`src/verilog/casd_pkg.sv`:
```
// constants, field layouts and carrier types of the address-space decoder
// assumes a 24-bit byte address space and a 16-bit data path
//
// Overview of operation
// - standard register block is FE00..FFFF
// - extended register block is F000..F1FF
// - short offset reaches words and low bytes
// - byte write clears other register byte
// - upper half bit-addressable except top sixteen words
// - block switch redirects short and bit addresses
// - working registers resolve in both blocks
// - IO accesses bypass buffers and caches
// - IO reads wait for resolved speculation
// - IO read waits for pending IO writes
// - read-modify-write read waits for IO writes (rmw flag unused: only io-region reads wait)
// - external IO, register blocks, internal IO are IO
// - external IO bytes are true byte transfers
// - channel source low word, destination next word
// - channel pointers live on peripheral bus
// - pointer byte write clears other byte
// - unused channel pointers provide no storage
// - unclaimed addresses go to external bus
// - external alignment enforced, no bit addressing
// - segment 191 reads zero, writes dropped
// - segment 191 reachable only in boot modes
// - dual port RAM spans F200..FDFF
package casd_pkg;

    localparam logic [23:0] STD_REG_LO   = 24'h00_FE00; // standard register block
    localparam logic [23:0] STD_REG_HI   = 24'h00_FFFF;
    localparam logic [23:0] EXT_REG_LO   = 24'h00_F000; // extended register block
    localparam logic [23:0] EXT_REG_HI   = 24'h00_F1FF;
    localparam logic [23:0] DUAL_RAM_LO  = 24'h00_F200; // dual port data ram
    localparam logic [23:0] DUAL_RAM_HI  = 24'h00_FDFF;
    localparam logic [23:0] INT_IO_LO    = 24'h00_E000; // internal io window
    localparam logic [23:0] INT_IO_HI    = 24'h00_EFFF;
    localparam logic [23:0] EXT_IO_LO    = 24'h20_0000; // external io range
    localparam logic [23:0] EXT_IO_HI    = 24'h3F_FFFF;
    localparam logic [7:0]  BOOT_SEG     = 8'hBF;       // segment 191
    localparam logic [8:0]  BIT_HALF_LO  = 9'h100;      // upper half offset in block
    localparam logic [8:0]  BIT_HALF_HI  = 9'h1DF;      // below sixteen top words
    localparam logic [7:0]  GPR_SHORT_LO = 8'hF0;       // short codes naming working regs
    localparam logic [15:0] BOOT_READ_VAL = 16'h0000;
    localparam logic [2:0]  SWITCH_CNT_RST = 3'h0;

    // region classification
    typedef enum logic [2:0] {
        CASD_REG_STD,
        CASD_REG_EXT,
        CASD_INT_IO,
        CASD_EXT_IO,
        CASD_EXT_MEM,
        CASD_BOOT_SEG,
        CASD_DUAL_RAM,
        CASD_GPR
    } casd_region_t;

    // address mode of an access
    typedef enum logic [1:0] {
        CASD_MODE_LONG,
        CASD_MODE_INDIRECT,
        CASD_MODE_SHORT,
        CASD_MODE_BIT
    } casd_mode_t;

    // size of an access
    typedef enum logic [1:0] {
        CASD_SIZE_BYTE,
        CASD_SIZE_WORD,
        CASD_SIZE_DWORD
    } casd_size_t;

    // request from the core
    typedef struct packed {
        logic        valid;
        logic        write;
        logic        rmw;     // read phase of a bit manipulation
        casd_mode_t  mode;
        casd_size_t  size;
        logic [23:0] addr;    // long address, or short offset in [7:0]
        logic [15:0] wdata;
    } casd_req_t;

    // issued access towards the buses
    typedef struct packed {
        logic         valid;
        logic         write;
        casd_region_t region;
        logic [23:0]  addr;
        logic [1:0]   byte_en;
        logic [15:0]  wdata;
        logic         io;
        logic         bypass;   // not buffered, not cached
        logic         periph;   // internal peripheral bus
        logic         ext_bus;  // external bus controller
        logic         bit_ok;
    } casd_acc_t;

endpackage : casd_pkg

```
`src/verilog/casd_decoder.sv`:
```
// address-space decoder and access policy for the 16-bit core
// assumes the core holds a request until REQ_READY_O is seen high, and
// that the pipeline reports speculation and pending io writes on the same clock
`timescale 1ns/1ps
`default_nettype none
module casd_decoder #(
    parameter int CHANNELS = 8,               // event transfer channels
    parameter logic [23:0] PTR_BASE = 24'h00_EC00 // pointer pairs in internal io
) (
    input  wire logic               CORE_CLK_I,
    input  wire logic               ARST_N_I,
    input  wire casd_pkg::casd_req_t REQ_I,
    input  wire logic               SPEC_PENDING_I,     // unresolved speculation
    input  wire logic               IO_WR_PENDING_I,    // io writes still in flight
    input  wire logic               BOOT_MODE_I,        // boot or emulation mode
    input  wire logic               SWITCH_START_I,     // block switch instruction
    input  wire logic [2:0]         SWITCH_COUNT_I,     // its instruction count minus one
    input  wire logic               INSTR_DONE_I,       // one instruction retired
    input  wire logic [7:0]         CHANNEL_USED_I,     // per channel in use
    input  wire logic [7:0]         CP_BASE_I,          // working register page base
    output logic                    REQ_READY_O,
    output casd_pkg::casd_acc_t     ACC_O,
    output logic                    ALIGN_ERR_O,
    output logic                    DENIED_O,           // access suppressed
    output logic [15:0]             BOOT_RDATA_O,
    output logic                    BOOT_RVALID_O
);
    // elaboration check: the used-channel mask is eight bits wide, and the
    // channel index is taken from address bits 4..2, so the base is 32-byte aligned
    if (CHANNELS < 1 || CHANNELS > 8 || PTR_BASE[4:0] != 5'h00) begin : g_bad_channels
        $error("CHANNELS must be 1..8 and PTR_BASE 32-byte aligned");
    end

    // block switch window state
    logic       sw_active;
    logic [2:0] sw_left;
    logic       next_sw_active;
    logic [2:0] next_sw_left;

    // registered outputs
    casd_pkg::casd_acc_t acc;
    casd_pkg::casd_acc_t next_acc;
    logic        ready, next_ready;
    logic        aerr, next_aerr;
    logic        denied, next_denied;
    logic [15:0] brdata, next_brdata;
    logic        brvalid, next_brvalid;

    // inclusive range check used by the region tests except segment 191 and working registers
    function automatic logic in_rng(input logic [23:0] a, input logic [23:0] lo,
                                    input logic [23:0] hi);
        in_rng = (a >= lo) && (a <= hi);
    endfunction : in_rng

    // bit addressable zone inside a 512-byte register block
    function automatic logic bit_zone(input logic [8:0] off);
        bit_zone = (off >= casd_pkg::BIT_HALF_LO) && (off <= casd_pkg::BIT_HALF_HI);
    endfunction : bit_zone

    // block switch counter: redirection lasts for the stated instruction count
    always_comb begin
        next_sw_active = sw_active;
        next_sw_left   = sw_left;
        if (SWITCH_START_I) begin
            next_sw_active = 1'b1;
            next_sw_left   = SWITCH_COUNT_I;
        end else if (sw_active && INSTR_DONE_I) begin
            if (sw_left == 3'h0) begin
                next_sw_active = 1'b0;
            end else begin
                next_sw_left = sw_left - 3'h1;
            end
        end
    end

    always_ff @(posedge CORE_CLK_I or negedge ARST_N_I) begin
        if (!ARST_N_I) begin
            sw_active <= 1'b0;
            sw_left   <= casd_pkg::SWITCH_CNT_RST;
        end else begin
            sw_active <= next_sw_active;
            sw_left   <= next_sw_left;
        end
    end

    // decode and policy: one access leaves per cycle, stalls hold it in the core
    always_comb begin
        logic [23:0] a;
        logic        short_m;
        logic        is_io;
        logic        stall;
        logic        ptr_hit;
        logic [3:0]  ptr_idx;
        casd_pkg::casd_region_t reg_cls;
        a       = REQ_I.addr;
        short_m = (REQ_I.mode == casd_pkg::CASD_MODE_SHORT) ||
                  (REQ_I.mode == casd_pkg::CASD_MODE_BIT);
        ptr_hit = 1'b0;
        ptr_idx = 4'h0;
        reg_cls = casd_pkg::CASD_EXT_MEM;
        is_io   = 1'b0;
        stall   = 1'b0;
        next_acc     = '0;
        next_aerr    = 1'b0;
        next_denied  = 1'b0;
        next_brdata  = casd_pkg::BOOT_READ_VAL;
        next_brvalid = 1'b0;

        // short forms: working registers first, then the selected block
        if (short_m && REQ_I.addr[7:0] >= casd_pkg::GPR_SHORT_LO) begin
            a = {16'h0000, CP_BASE_I} + {19'h0, REQ_I.addr[3:0], 1'b0};
        end else if (short_m) begin
            a = (sw_active ? casd_pkg::EXT_REG_LO : casd_pkg::STD_REG_LO)
                + {15'h0, REQ_I.addr[7:0], 1'b0};
        end

        // one class per access
        if (short_m && REQ_I.addr[7:0] >= casd_pkg::GPR_SHORT_LO) begin
            reg_cls = casd_pkg::CASD_GPR;
        end else if (in_rng(a, casd_pkg::STD_REG_LO, casd_pkg::STD_REG_HI)) begin
            reg_cls = casd_pkg::CASD_REG_STD;
        end else if (in_rng(a, casd_pkg::EXT_REG_LO, casd_pkg::EXT_REG_HI)) begin
            reg_cls = casd_pkg::CASD_REG_EXT;
        end else if (in_rng(a, casd_pkg::DUAL_RAM_LO, casd_pkg::DUAL_RAM_HI)) begin
            reg_cls = casd_pkg::CASD_DUAL_RAM;
        end else if (in_rng(a, casd_pkg::INT_IO_LO, casd_pkg::INT_IO_HI)) begin
            reg_cls = casd_pkg::CASD_INT_IO;
        end else if (a[23:16] == casd_pkg::BOOT_SEG) begin
            reg_cls = casd_pkg::CASD_BOOT_SEG;
        end else if (in_rng(a, casd_pkg::EXT_IO_LO, casd_pkg::EXT_IO_HI)) begin
            reg_cls = casd_pkg::CASD_EXT_IO;
        end else begin
            reg_cls = casd_pkg::CASD_EXT_MEM;
        end

        is_io = (reg_cls == casd_pkg::CASD_REG_STD) || (reg_cls == casd_pkg::CASD_REG_EXT)
             || (reg_cls == casd_pkg::CASD_INT_IO) || (reg_cls == casd_pkg::CASD_EXT_IO);

        // io reads wait for speculation and for pending io writes
        stall = REQ_I.valid && is_io && !REQ_I.write &&
                (SPEC_PENDING_I || IO_WR_PENDING_I);
        next_ready = !stall;

        // event transfer pointer pairs: source even word, destination odd word
        if (a >= PTR_BASE && a < PTR_BASE + 24'(CHANNELS * 4)) begin
            ptr_hit = 1'b1;
            ptr_idx = 4'(a[4:2]);
        end

        if (REQ_I.valid && !stall) begin
            next_acc.valid   = 1'b1;
            next_acc.write   = REQ_I.write;
            next_acc.region  = reg_cls;
            next_acc.addr    = a;
            next_acc.io      = is_io;
            next_acc.bypass  = is_io;
            next_acc.periph  = is_io && reg_cls != casd_pkg::CASD_EXT_IO;
            next_acc.ext_bus = (reg_cls == casd_pkg::CASD_EXT_IO)
                            || (reg_cls == casd_pkg::CASD_EXT_MEM);
            next_acc.byte_en = 2'b11;
            next_acc.wdata   = REQ_I.wdata;
            // bit addressing only in upper register halves and working registers
            next_acc.bit_ok = (reg_cls == casd_pkg::CASD_GPR) ||
                (((reg_cls == casd_pkg::CASD_REG_STD) || (reg_cls == casd_pkg::CASD_REG_EXT))
                 && bit_zone(a[8:0]));

            if (REQ_I.size == casd_pkg::CASD_SIZE_BYTE) begin
                if (reg_cls == casd_pkg::CASD_EXT_IO || reg_cls == casd_pkg::CASD_EXT_MEM) begin
                    next_acc.byte_en = a[0] ? 2'b10 : 2'b01;
                end else if (is_io && REQ_I.write) begin
                    // full word written: the other byte is forced to zero
                    next_acc.wdata = a[0] ? {REQ_I.wdata[7:0], 8'h00}
                                          : {8'h00, REQ_I.wdata[7:0]};
                end
            end

            // short offsets never reach high bytes
            if (short_m && REQ_I.size == casd_pkg::CASD_SIZE_BYTE && REQ_I.addr[8]) begin
                next_denied = 1'b1;
            end
            if (REQ_I.mode == casd_pkg::CASD_MODE_BIT && !next_acc.bit_ok) begin
                next_denied = 1'b1;
            end
            if (next_acc.ext_bus) begin
                if ((REQ_I.size == casd_pkg::CASD_SIZE_WORD && a[0]) ||
                    (REQ_I.size == casd_pkg::CASD_SIZE_DWORD && a[1:0] != 2'b00)) begin
                    next_aerr   = 1'b1;
                    next_denied = 1'b1;
                end
            end
            if (ptr_hit && !CHANNEL_USED_I[ptr_idx[2:0]]) begin
                next_denied = 1'b1;
            end
            if (reg_cls == casd_pkg::CASD_BOOT_SEG && !BOOT_MODE_I) begin
                next_denied  = 1'b1;
                next_brvalid = !REQ_I.write;
                next_brdata  = casd_pkg::BOOT_READ_VAL;
            end
            if (next_denied) begin
                next_acc.valid   = 1'b0;
                next_acc.ext_bus = 1'b0;
            end
        end
    end

    // output registers
    always_ff @(posedge CORE_CLK_I or negedge ARST_N_I) begin
        if (!ARST_N_I) begin
            acc     <= '0;
            ready   <= 1'b0;
            aerr    <= 1'b0;
            denied  <= 1'b0;
            brdata  <= casd_pkg::BOOT_READ_VAL;
            brvalid <= 1'b0;
        end else begin
            acc     <= next_acc;
            ready   <= next_ready;
            aerr    <= next_aerr;
            denied  <= next_denied;
            brdata  <= next_brdata;
            brvalid <= next_brvalid;
        end
    end

    assign REQ_READY_O   = ready;
    assign ACC_O         = acc;
    assign ALIGN_ERR_O   = aerr;
    assign DENIED_O      = denied;
    assign BOOT_RDATA_O  = brdata;
    assign BOOT_RVALID_O = brvalid;

endmodule : casd_decoder
`default_nettype wire

```
`config.mk`:
```
export PLATFORM = sky130hd
export DESIGN_NAME = casd_decoder
export DESIGN_NICKNAME = d
export VERILOG_FILES = /design/src/verilog/casd_pkg.sv /design/src/verilog/casd_decoder.sv
export SDC_FILE = /design/constraint.sdc
export NUM_CORES = 1
export LEC_CHECK = 0
export BUFFER_PORTS_ARGS = -buffer_cell sky130_fd_sc_hd__buf_4
export CORE_AREA = 2 2 83 85
export DETAILED_ROUTE_END_ITERATION = 12
export DIE_AREA = 0 0 85 87
export PLACE_DENSITY = 0.84
export SLEW_MARGIN = 15
export SYNTH_ARGS = -nofsm -noshare
export SYNTH_HDL_FRONTEND = slang
export SYNTH_SLANG_ARGS = --single-unit
```
`constraint.sdc`:
```
create_clock -name CORE_CLK_I -period 3.48 [get_ports CORE_CLK_I]
set_clock_uncertainty 0.05 [all_clocks]
set_input_delay 0.174 -clock CORE_CLK_I [delete_from_list [all_inputs] [get_ports CORE_CLK_I]]
set_output_delay 0.174 -clock CORE_CLK_I [all_outputs]
set_load 0.03 [all_outputs]
```
## Yosys cells after proc, flatten, opt, wreduce, memory -nomap -nowiden

Index checks and enable logic that the tools add are counted.

| cells by class | value |
|---|---|
| mux-type cells | 42 |
| shift operators | 0 |
| reduce and logical (&&, ||, !) cells | 44 |
| div/mod/pow operators | 0 |
| order comparisons | 16 |
| add/sub/neg operators | 3 |
| multiply operators | 0 |
| bitwise operators | 0 |
| eq/ne operators | 13 |

Operator list:

| kind | count |
|---|---|
| 24-bit by 16-bit greater-or-equal comparator with 1-bit output (second input constant) | 5 |
| 24-bit by 16-bit less-or-equal comparator with 1-bit output (second input constant) | 4 |
| 52-bit 2-to-1 mux | 1 |
| 16-bit 2-to-1 mux | 3 |
| 24-bit 2-to-1 mux | 2 |
| 3-bit 2-to-1 mux | 11 |
| 24-bit by 22-bit greater-or-equal comparator with 1-bit output (second input constant) | 1 |
| 24-bit by 22-bit less-or-equal comparator with 1-bit output (second input constant) | 1 |
| 24-bit by 16-bit < comparator with 1-bit output (second input constant) | 1 |
| 1-bit logical AND | 23 |
| 1-bit 2-to-1 mux | 20 |
| 18-bit 2-to-1 mux | 1 |
| 16-bit by 9-bit adder with 17-bit output | 1 |
| 12-bit 2-to-1 mux | 1 |
| 8-bit by 5-bit adder with 9-bit output | 1 |
| 3-bit == test (second input constant) | 3 |
| 9-bit greater-or-equal comparator (second input constant) | 1 |
| 9-bit less-or-equal comparator (second input constant) | 1 |
| 8-bit == test (second input constant) | 1 |
| 8-bit greater-or-equal comparator (second input constant) | 1 |
| 1-bit logical OR | 8 |
| 2-bit == test (second input constant) | 3 |
| 3-bit by 2-bit == test with 1-bit output (second input constant) | 2 |
| 3-bit logical NOT | 2 |
| 12 further kinds | 20 |

| storage, ports and cells | value |
|---|---|
| word-level logic and storage cells | 135 |
| bits in writable memories | 0 |
| memories kept | 0 |
| output and inout bits | 72 |
| memory bits (read-only) | 0 |
| register bits | 60 |
| latch bits | 0 |
| input port bits | 73 |

## Logic depth before layout (Yosys ltp)

| logic depth | value |
|---|---|
| word-level depth | 27 |
| mapped depth | 11 |
| gate-level depth less buffers | 10 |

## Worst setup path after synthesis

No wires, ideal clock.

| path | value |
|---|---|
| path type | input-to-reg |
| start | input REQ_I[16] (netlist name) |
| end | register denied (netlist: DENIED_O) |
| path buffers | 0 |
| arrival | 2.110 ns |
| data required time | 3.313 ns |
| slack | 1.203 ns |
| stages on the path | 10 |
| library setup time | 0.117 ns |
| path through | ha_1 > inv_1 > fa_1 > nand2b_1 > a211oi_1 > mux2i_1 > a21boi_0 > a32oi_1 > nand4_2 > nor2b_4 |

| on the way | value |
|---|---|
| word-level cells in the longest chain between the ends | 25 |
| elaborated cells on any way between the ends | 73 |
| those cells by class | add/sub (2); order compare (15); eq/ne (7); mux (20); reduce/logical (29) |

Ends and longest elaborated chain:

| item | RTL line | RTL |
|---|---|---|
| start, declared | casd_decoder.sv:12 | `input wire casd_pkg::casd_req_t REQ_I,` |
| 16-bit by 9-bit adder with 17-bit output / 8-bit greater-or-equal comparator (equally long branches) | casd_decoder.sv:114, casd_decoder.sv:110, casd_decoder.sv:118 |  |
| 24-bit 2-to-1 mux / 1-bit logical AND (equally long branches) | casd_decoder.sv:112, casd_decoder.sv:110, casd_decoder.sv:118 |  |
| 24-bit 2-to-1 mux | casd_decoder.sv:110 | `if (short_m && REQ_I.addr[7:0] >= casd_pkg::GPR_SHORT_LO) begin` |
| 24-bit by 22-bit greater-or-equal comparator with 1-bit output / 24-bit by 22-bit less-or-equal comparator with 1-bit output (equally long branches) | casd_decoder.sv:52 | `in_rng = (a >= lo) && (a <= hi);` |
| 1-bit logical AND | casd_decoder.sv:52 |  |
| 3-bit 2-to-1 mux | casd_decoder.sv:130 | `end else if (in_rng(a, casd_pkg::EXT_IO_LO, casd_pkg::EXT_IO_HI)) begin` |
| 3-bit 2-to-1 mux | casd_decoder.sv:128 | `end else if (a[23:16] == casd_pkg::BOOT_SEG) begin` |
| 3-bit 2-to-1 mux | casd_decoder.sv:126 | `end else if (in_rng(a, casd_pkg::INT_IO_LO, casd_pkg::INT_IO_HI)) begin` |
| [10 not listed] | - |  |
| 1-bit 2-to-1 mux | casd_decoder.sv:181 | `if (REQ_I.mode == casd_pkg::CASD_MODE_BIT && !next_acc.bit_ok) begin` |
| 1-bit 2-to-1 mux | casd_decoder.sv:185 | `if ((REQ_I.size == casd_pkg::CASD_SIZE_WORD && a[0]) \|\|` |
| 1-bit 2-to-1 mux | casd_decoder.sv:184 | `if (next_acc.ext_bus) begin` |
| 1-bit 2-to-1 mux | casd_decoder.sv:191 | `if (ptr_hit && !CHANNEL_USED_I[ptr_idx[2:0]]) begin` |
| 1-bit 2-to-1 mux | casd_decoder.sv:194 | `if (reg_cls == casd_pkg::CASD_BOOT_SEG && !BOOT_MODE_I) begin` |
| 1-bit 2-to-1 mux | casd_decoder.sv:150 | `if (REQ_I.valid && !stall) begin` |
| 1-bit 2-to-1 mux (*) | casd_decoder.sv:150 |  |
| net next_denied | casd_decoder.sv:45 | `logic denied, next_denied;` |
| end signal, assigned | casd_decoder.sv:219 | `denied <= next_denied;` |
| end, declared | casd_decoder.sv:45 |  |

Mark *: on every way through the listed nets, which the timed path passes. The rest lies on a longest branch. The select of a mux whose other input is x is not followed.
A chain may end at the register's enable or synchronous reset.

==> results.yml <==
run_status:
  run_status: "finished, final reports clean"
logic_synthesis:
  synth.area.mux_share: 0.01880
  post_synth_inst_count: 343
  seq_area_frac_synth: 0.4528
  synth_adder_area_share: 0.02916
  yosysTopAreaCellShare: 0.4528
  ys_warn_count: 0
  synthDistinctLibCells: 56
  synth_top_family_by_area: "simple AND/OR/NAND/NOR gates"
  yosys.area_share.simple: 0.2671
  synthesis.area_per_instance_um2: 9.506
  synth_area_leaders: "dfrtp_1 45%, buf_4 4.4%, nor2_1 4.1%, nand2_1 3.7%, and2_1 3.5%"
  yosys.area.top_type: "dfrtp_1"
  synthXorXnorAreaFrac: 0.008058
  yosys_register_bits: 59
  synth-compound-area-share: 0.1493
  synthesized_cell_area_mm2: 0.003261
  synth_edf_count: 0
  yosys_most_used_dff: "dfrtp_1"
  synth_async_sr_flop_share: 1.000
setup_path:
  endpoint_kind: "flip-flop"
  regToRegEndpoint: "DENIED_O$_DFF_PN0_"
  crit_arrival_ns: 2.94
  path_max_fanout: 24
  worst-endpoint-required_ns: 3.66
  worst-r2r-cell-count: 6
  reg2reg_slack_ns: 1.90
  r2r_start: "sw_active$_DFFE_PN0P_"
  crit_path_start_kind: "input port"
  worstSetupEndpoint: "ACC_O[42]$_DFF_PN0_"
  critical_path_origin: "REQ_I[36]"
  timing_worst_setup_path_type: "input port to flip-flop"
power:
  vdd_drop_max_v: 0.0003036
  cellInternalPower_mw: 1.263
  power.share.sequential: 0.408
  cellLeakagePower_nw: 2.208
  power.share.switching: 0.3094
  power-per-cell-area_mw_per_mm2: 409.1
  p_comb_frac: 0.256
  power_switching_uw: 565.8
  power.share.clock: 0.336
clock_network:
  clock_buffer_count_from_cts: 9
  cts_max_path_buffers: 2
  cts_root_buffer: "clkbuf_8"
  clkTransAtPathRegs_ns: 0.07
  clock_latency_late_sink_ns: 0.34
  h-tree-depth: 3
  cts.sinks: 59
  cts_tree: "built"
  cts-resized-gates: 0
die:
  site_rows: 30
  design.portCount: 145
  die_w_um: 85
  starting_density: 0.4964
  die_height_um: 87
  design.core.area_mm2: 0.006569
  design.die.area_mm2: 0.007395
routing:
  avgViaCountPerCell: 5.359
  drc: 0
  wl_per_cell_um: 15.36
  detailedRoute.firstIterationViolations: 195
  antenna_left: 0
  detailedRoute.firstPassIterationCount: 4
  postRouteWirelength_um: 8635
  vias_after_detailed_routing: 3012
sta:
  worst_slew_margin_relative_to_its_limit: 0.5235
  timing.final.crit_period_ns: 2.761
  rsz0062_at_grt: "no"
  fin_worst_hold_slack_ns: 0.01514
  final.period_utilization: 0.7935
  timing.final.ws_setup_ns: 0.7187
  tns_ns: 0
  timing.final.max_slew_violations: 0
  report.final.setup_viol: 0
  max_clock_freq_mhz: 362.1
  slew_at_the_pin_closest_to_its_max_slew_limit_ns: 0.7148
  report.final.hold_viol_count: 0
place:
  number_of_placed_instances_with_taps_included: 537
  routabilityCongestion: 0.8181
  detailedPlacementHpwl_um: 6564
  buffer_ports.inserted: 127
  post_dp_cell_area_mm2: 0.004187
  dp_worst_setup_slack_ns: 0.7879
final_layout:
  final_cell_count_no_fill: 562
  fin_nets: 557
  drive_gt1_frac: 0.3361
  num-fill-cells: 505
  layout-area-overhead-vs-synth_pct: 37.11
  final_common_cell: "buf_4"
  stdcell_area_mm2: 0.004471
  antennaDiodeCount: 0
  layout_common_cells: "129 x buf_4, 59 x dfrtp_1, 36 x nor2_1"
flow_run:
  drv_cap: 0
global_routing:
  pin_count_of_the_biggest_net_entering_global_routing: 60
  global_route.overflow_total: 0
  number_of_antenna_violations_at_the_first_check_in_global_routing: 0
  track_usage: 0.2331
  first_pass_grt_wire_length_um: 13370
  number_of_global_route_vias_before_repair: 2882
hold_path:
  holdCritPathClass: "input port to flip-flop"
## logic make-up (layout without fill, tap and decap cells)
logic type / after synthesis / after routing
DFF: 59 / 59
and+or+nand+nor: 158 / 158
muxes: 6 / 6
buffers and inverters: 41 / 165
AOI/OAI and AO/OA: 68 / 68
xor gates and xnor gates: 3 / 3
adders and majority gates: 7 / 7
other: 1 / 16
## registers in the layout (all words and copies together), names as in the netlist
signal         flops
ALIGN_ERR_O        1
REQ_READY_O        1
BOOT_RVALID_O      1
DENIED_O           1
sw_left            3
ACC_O             51
sw_active          1
## area by class of cell
| type | instances | area, µm² | area share |
|---|---|---|---|
| repair buffers | 138 | 1059 | 0.2368 |
| clock inverters | 5 | 52.55 | 0.01175 |
| multi-input cells | 258 | 1600 | 0.3580 |
| well taps | 80 | 100.1 | 0.02239 |
| inverters | 11 | 41.29 | 0.009236 |
| flip-flops and latches | 59 | 1476 | 0.3303 |
| clock buffers | 11 | 141.4 | 0.03163 |
## layer usage
metal | wire (µm) | GRT usage | part of all wire | vias to the layer above
met5 | 0 | 0 | 0 | -
met4 | 227 | 0.1025 | 0.026 | 0
met3 | 582 | 0.06066 | 0.067 | 17
met2 | 4367 | 0.4098 | 0.51 | 134
met1 | 3457 | 0.2680 | 0.40 | 1427
li1 | - | - | - | 1434
## power by group through the flow
stage / sequential, mW / combinational [mW] / clock [mW]
5_1_grt: 0.750 / 0.505 / 0.652
4_1_cts: 0.747 / 0.468 / 0.621
3_3_place_gp: 0.758 / 0.445 / 0
3_5_place_dp: 0.759 / 0.458 / 0
2_1_floorplan: 0.835 / 0.203 / 0
6_report: 0.746 / 0.468 / 0.615
## critical path, stage by stage
cell	delay, ns
dlygate4sd3_1	0.55
buf_4	0.15
nor4_2	0.34
nand4_1	0.29
a21oi_2	0.29
nor3_4	0.09
o21ai_4	0.58
nor2_1	0.24
and2_1	0.23
## synth_stat cells, types with 4 or more instances
| master | instances |
|---|---|
| ha_1 | 6 |
| a211o_1 | 4 |
| a21oi_1 | 19 |
| and2_1 | 18 |
| buf_4 | 19 |
| inv_1 | 11 |
| mux2i_1 | 5 |
| nor2_1 | 36 |
| dfrtp_1 | 59 |
| nor2b_1 | 5 |
| nor3_1 | 5 |
| nand4_1 | 4 |
| clkbuf_1 | 4 |
| o211ai_1 | 8 |
| nand3_1 | 21 |
| a31oi_1 | 5 |
| and4_1 | 4 |
| nand2_1 | 32 |
| nor3b_1 | 5 |
| o21ai_0 | 10 |
| nand2b_1 | 12 |
| buf_2 | 6 |
## what timing repair did
item | in CTS | in global routing
hold buffers | 9 | 0
endpoints found under the hold margin | 67 | 0
buffers inserted | 0 | 0
## stage by stage
stage	util	total power, mW
final	0.6806	1.829
after global routing	0.6806	1.908
after CTS	0.6806	1.836
after detailed placement	0.6373	1.217
after global placement	0.6373	1.203
after floorplan	-	1.039
## how the worst min path moves through the flow
stage,cells past startpoint,slack [ns],startpoint,endpoint
after floorplan,0,-0.17,ARST_N_I,ACC_O[0]$_DFF_PN0_
after global placement,1,0.22,ARST_N_I,ACC_O[39]$_DFF_PN0_
after detailed placement,1,0.22,ARST_N_I,ACC_O[3]$_DFF_PN0_
after CTS,2,0.0009,REQ_I[4],ACC_O[9]$_DFF_PN0_
after global routing,2,0.001,REQ_I[1],ACC_O[6]$_DFF_PN0_
final,3,0.02,REQ_I[31],ACC_O[38]$_DFF_PN0_
(Power assumes the default switching activity.)
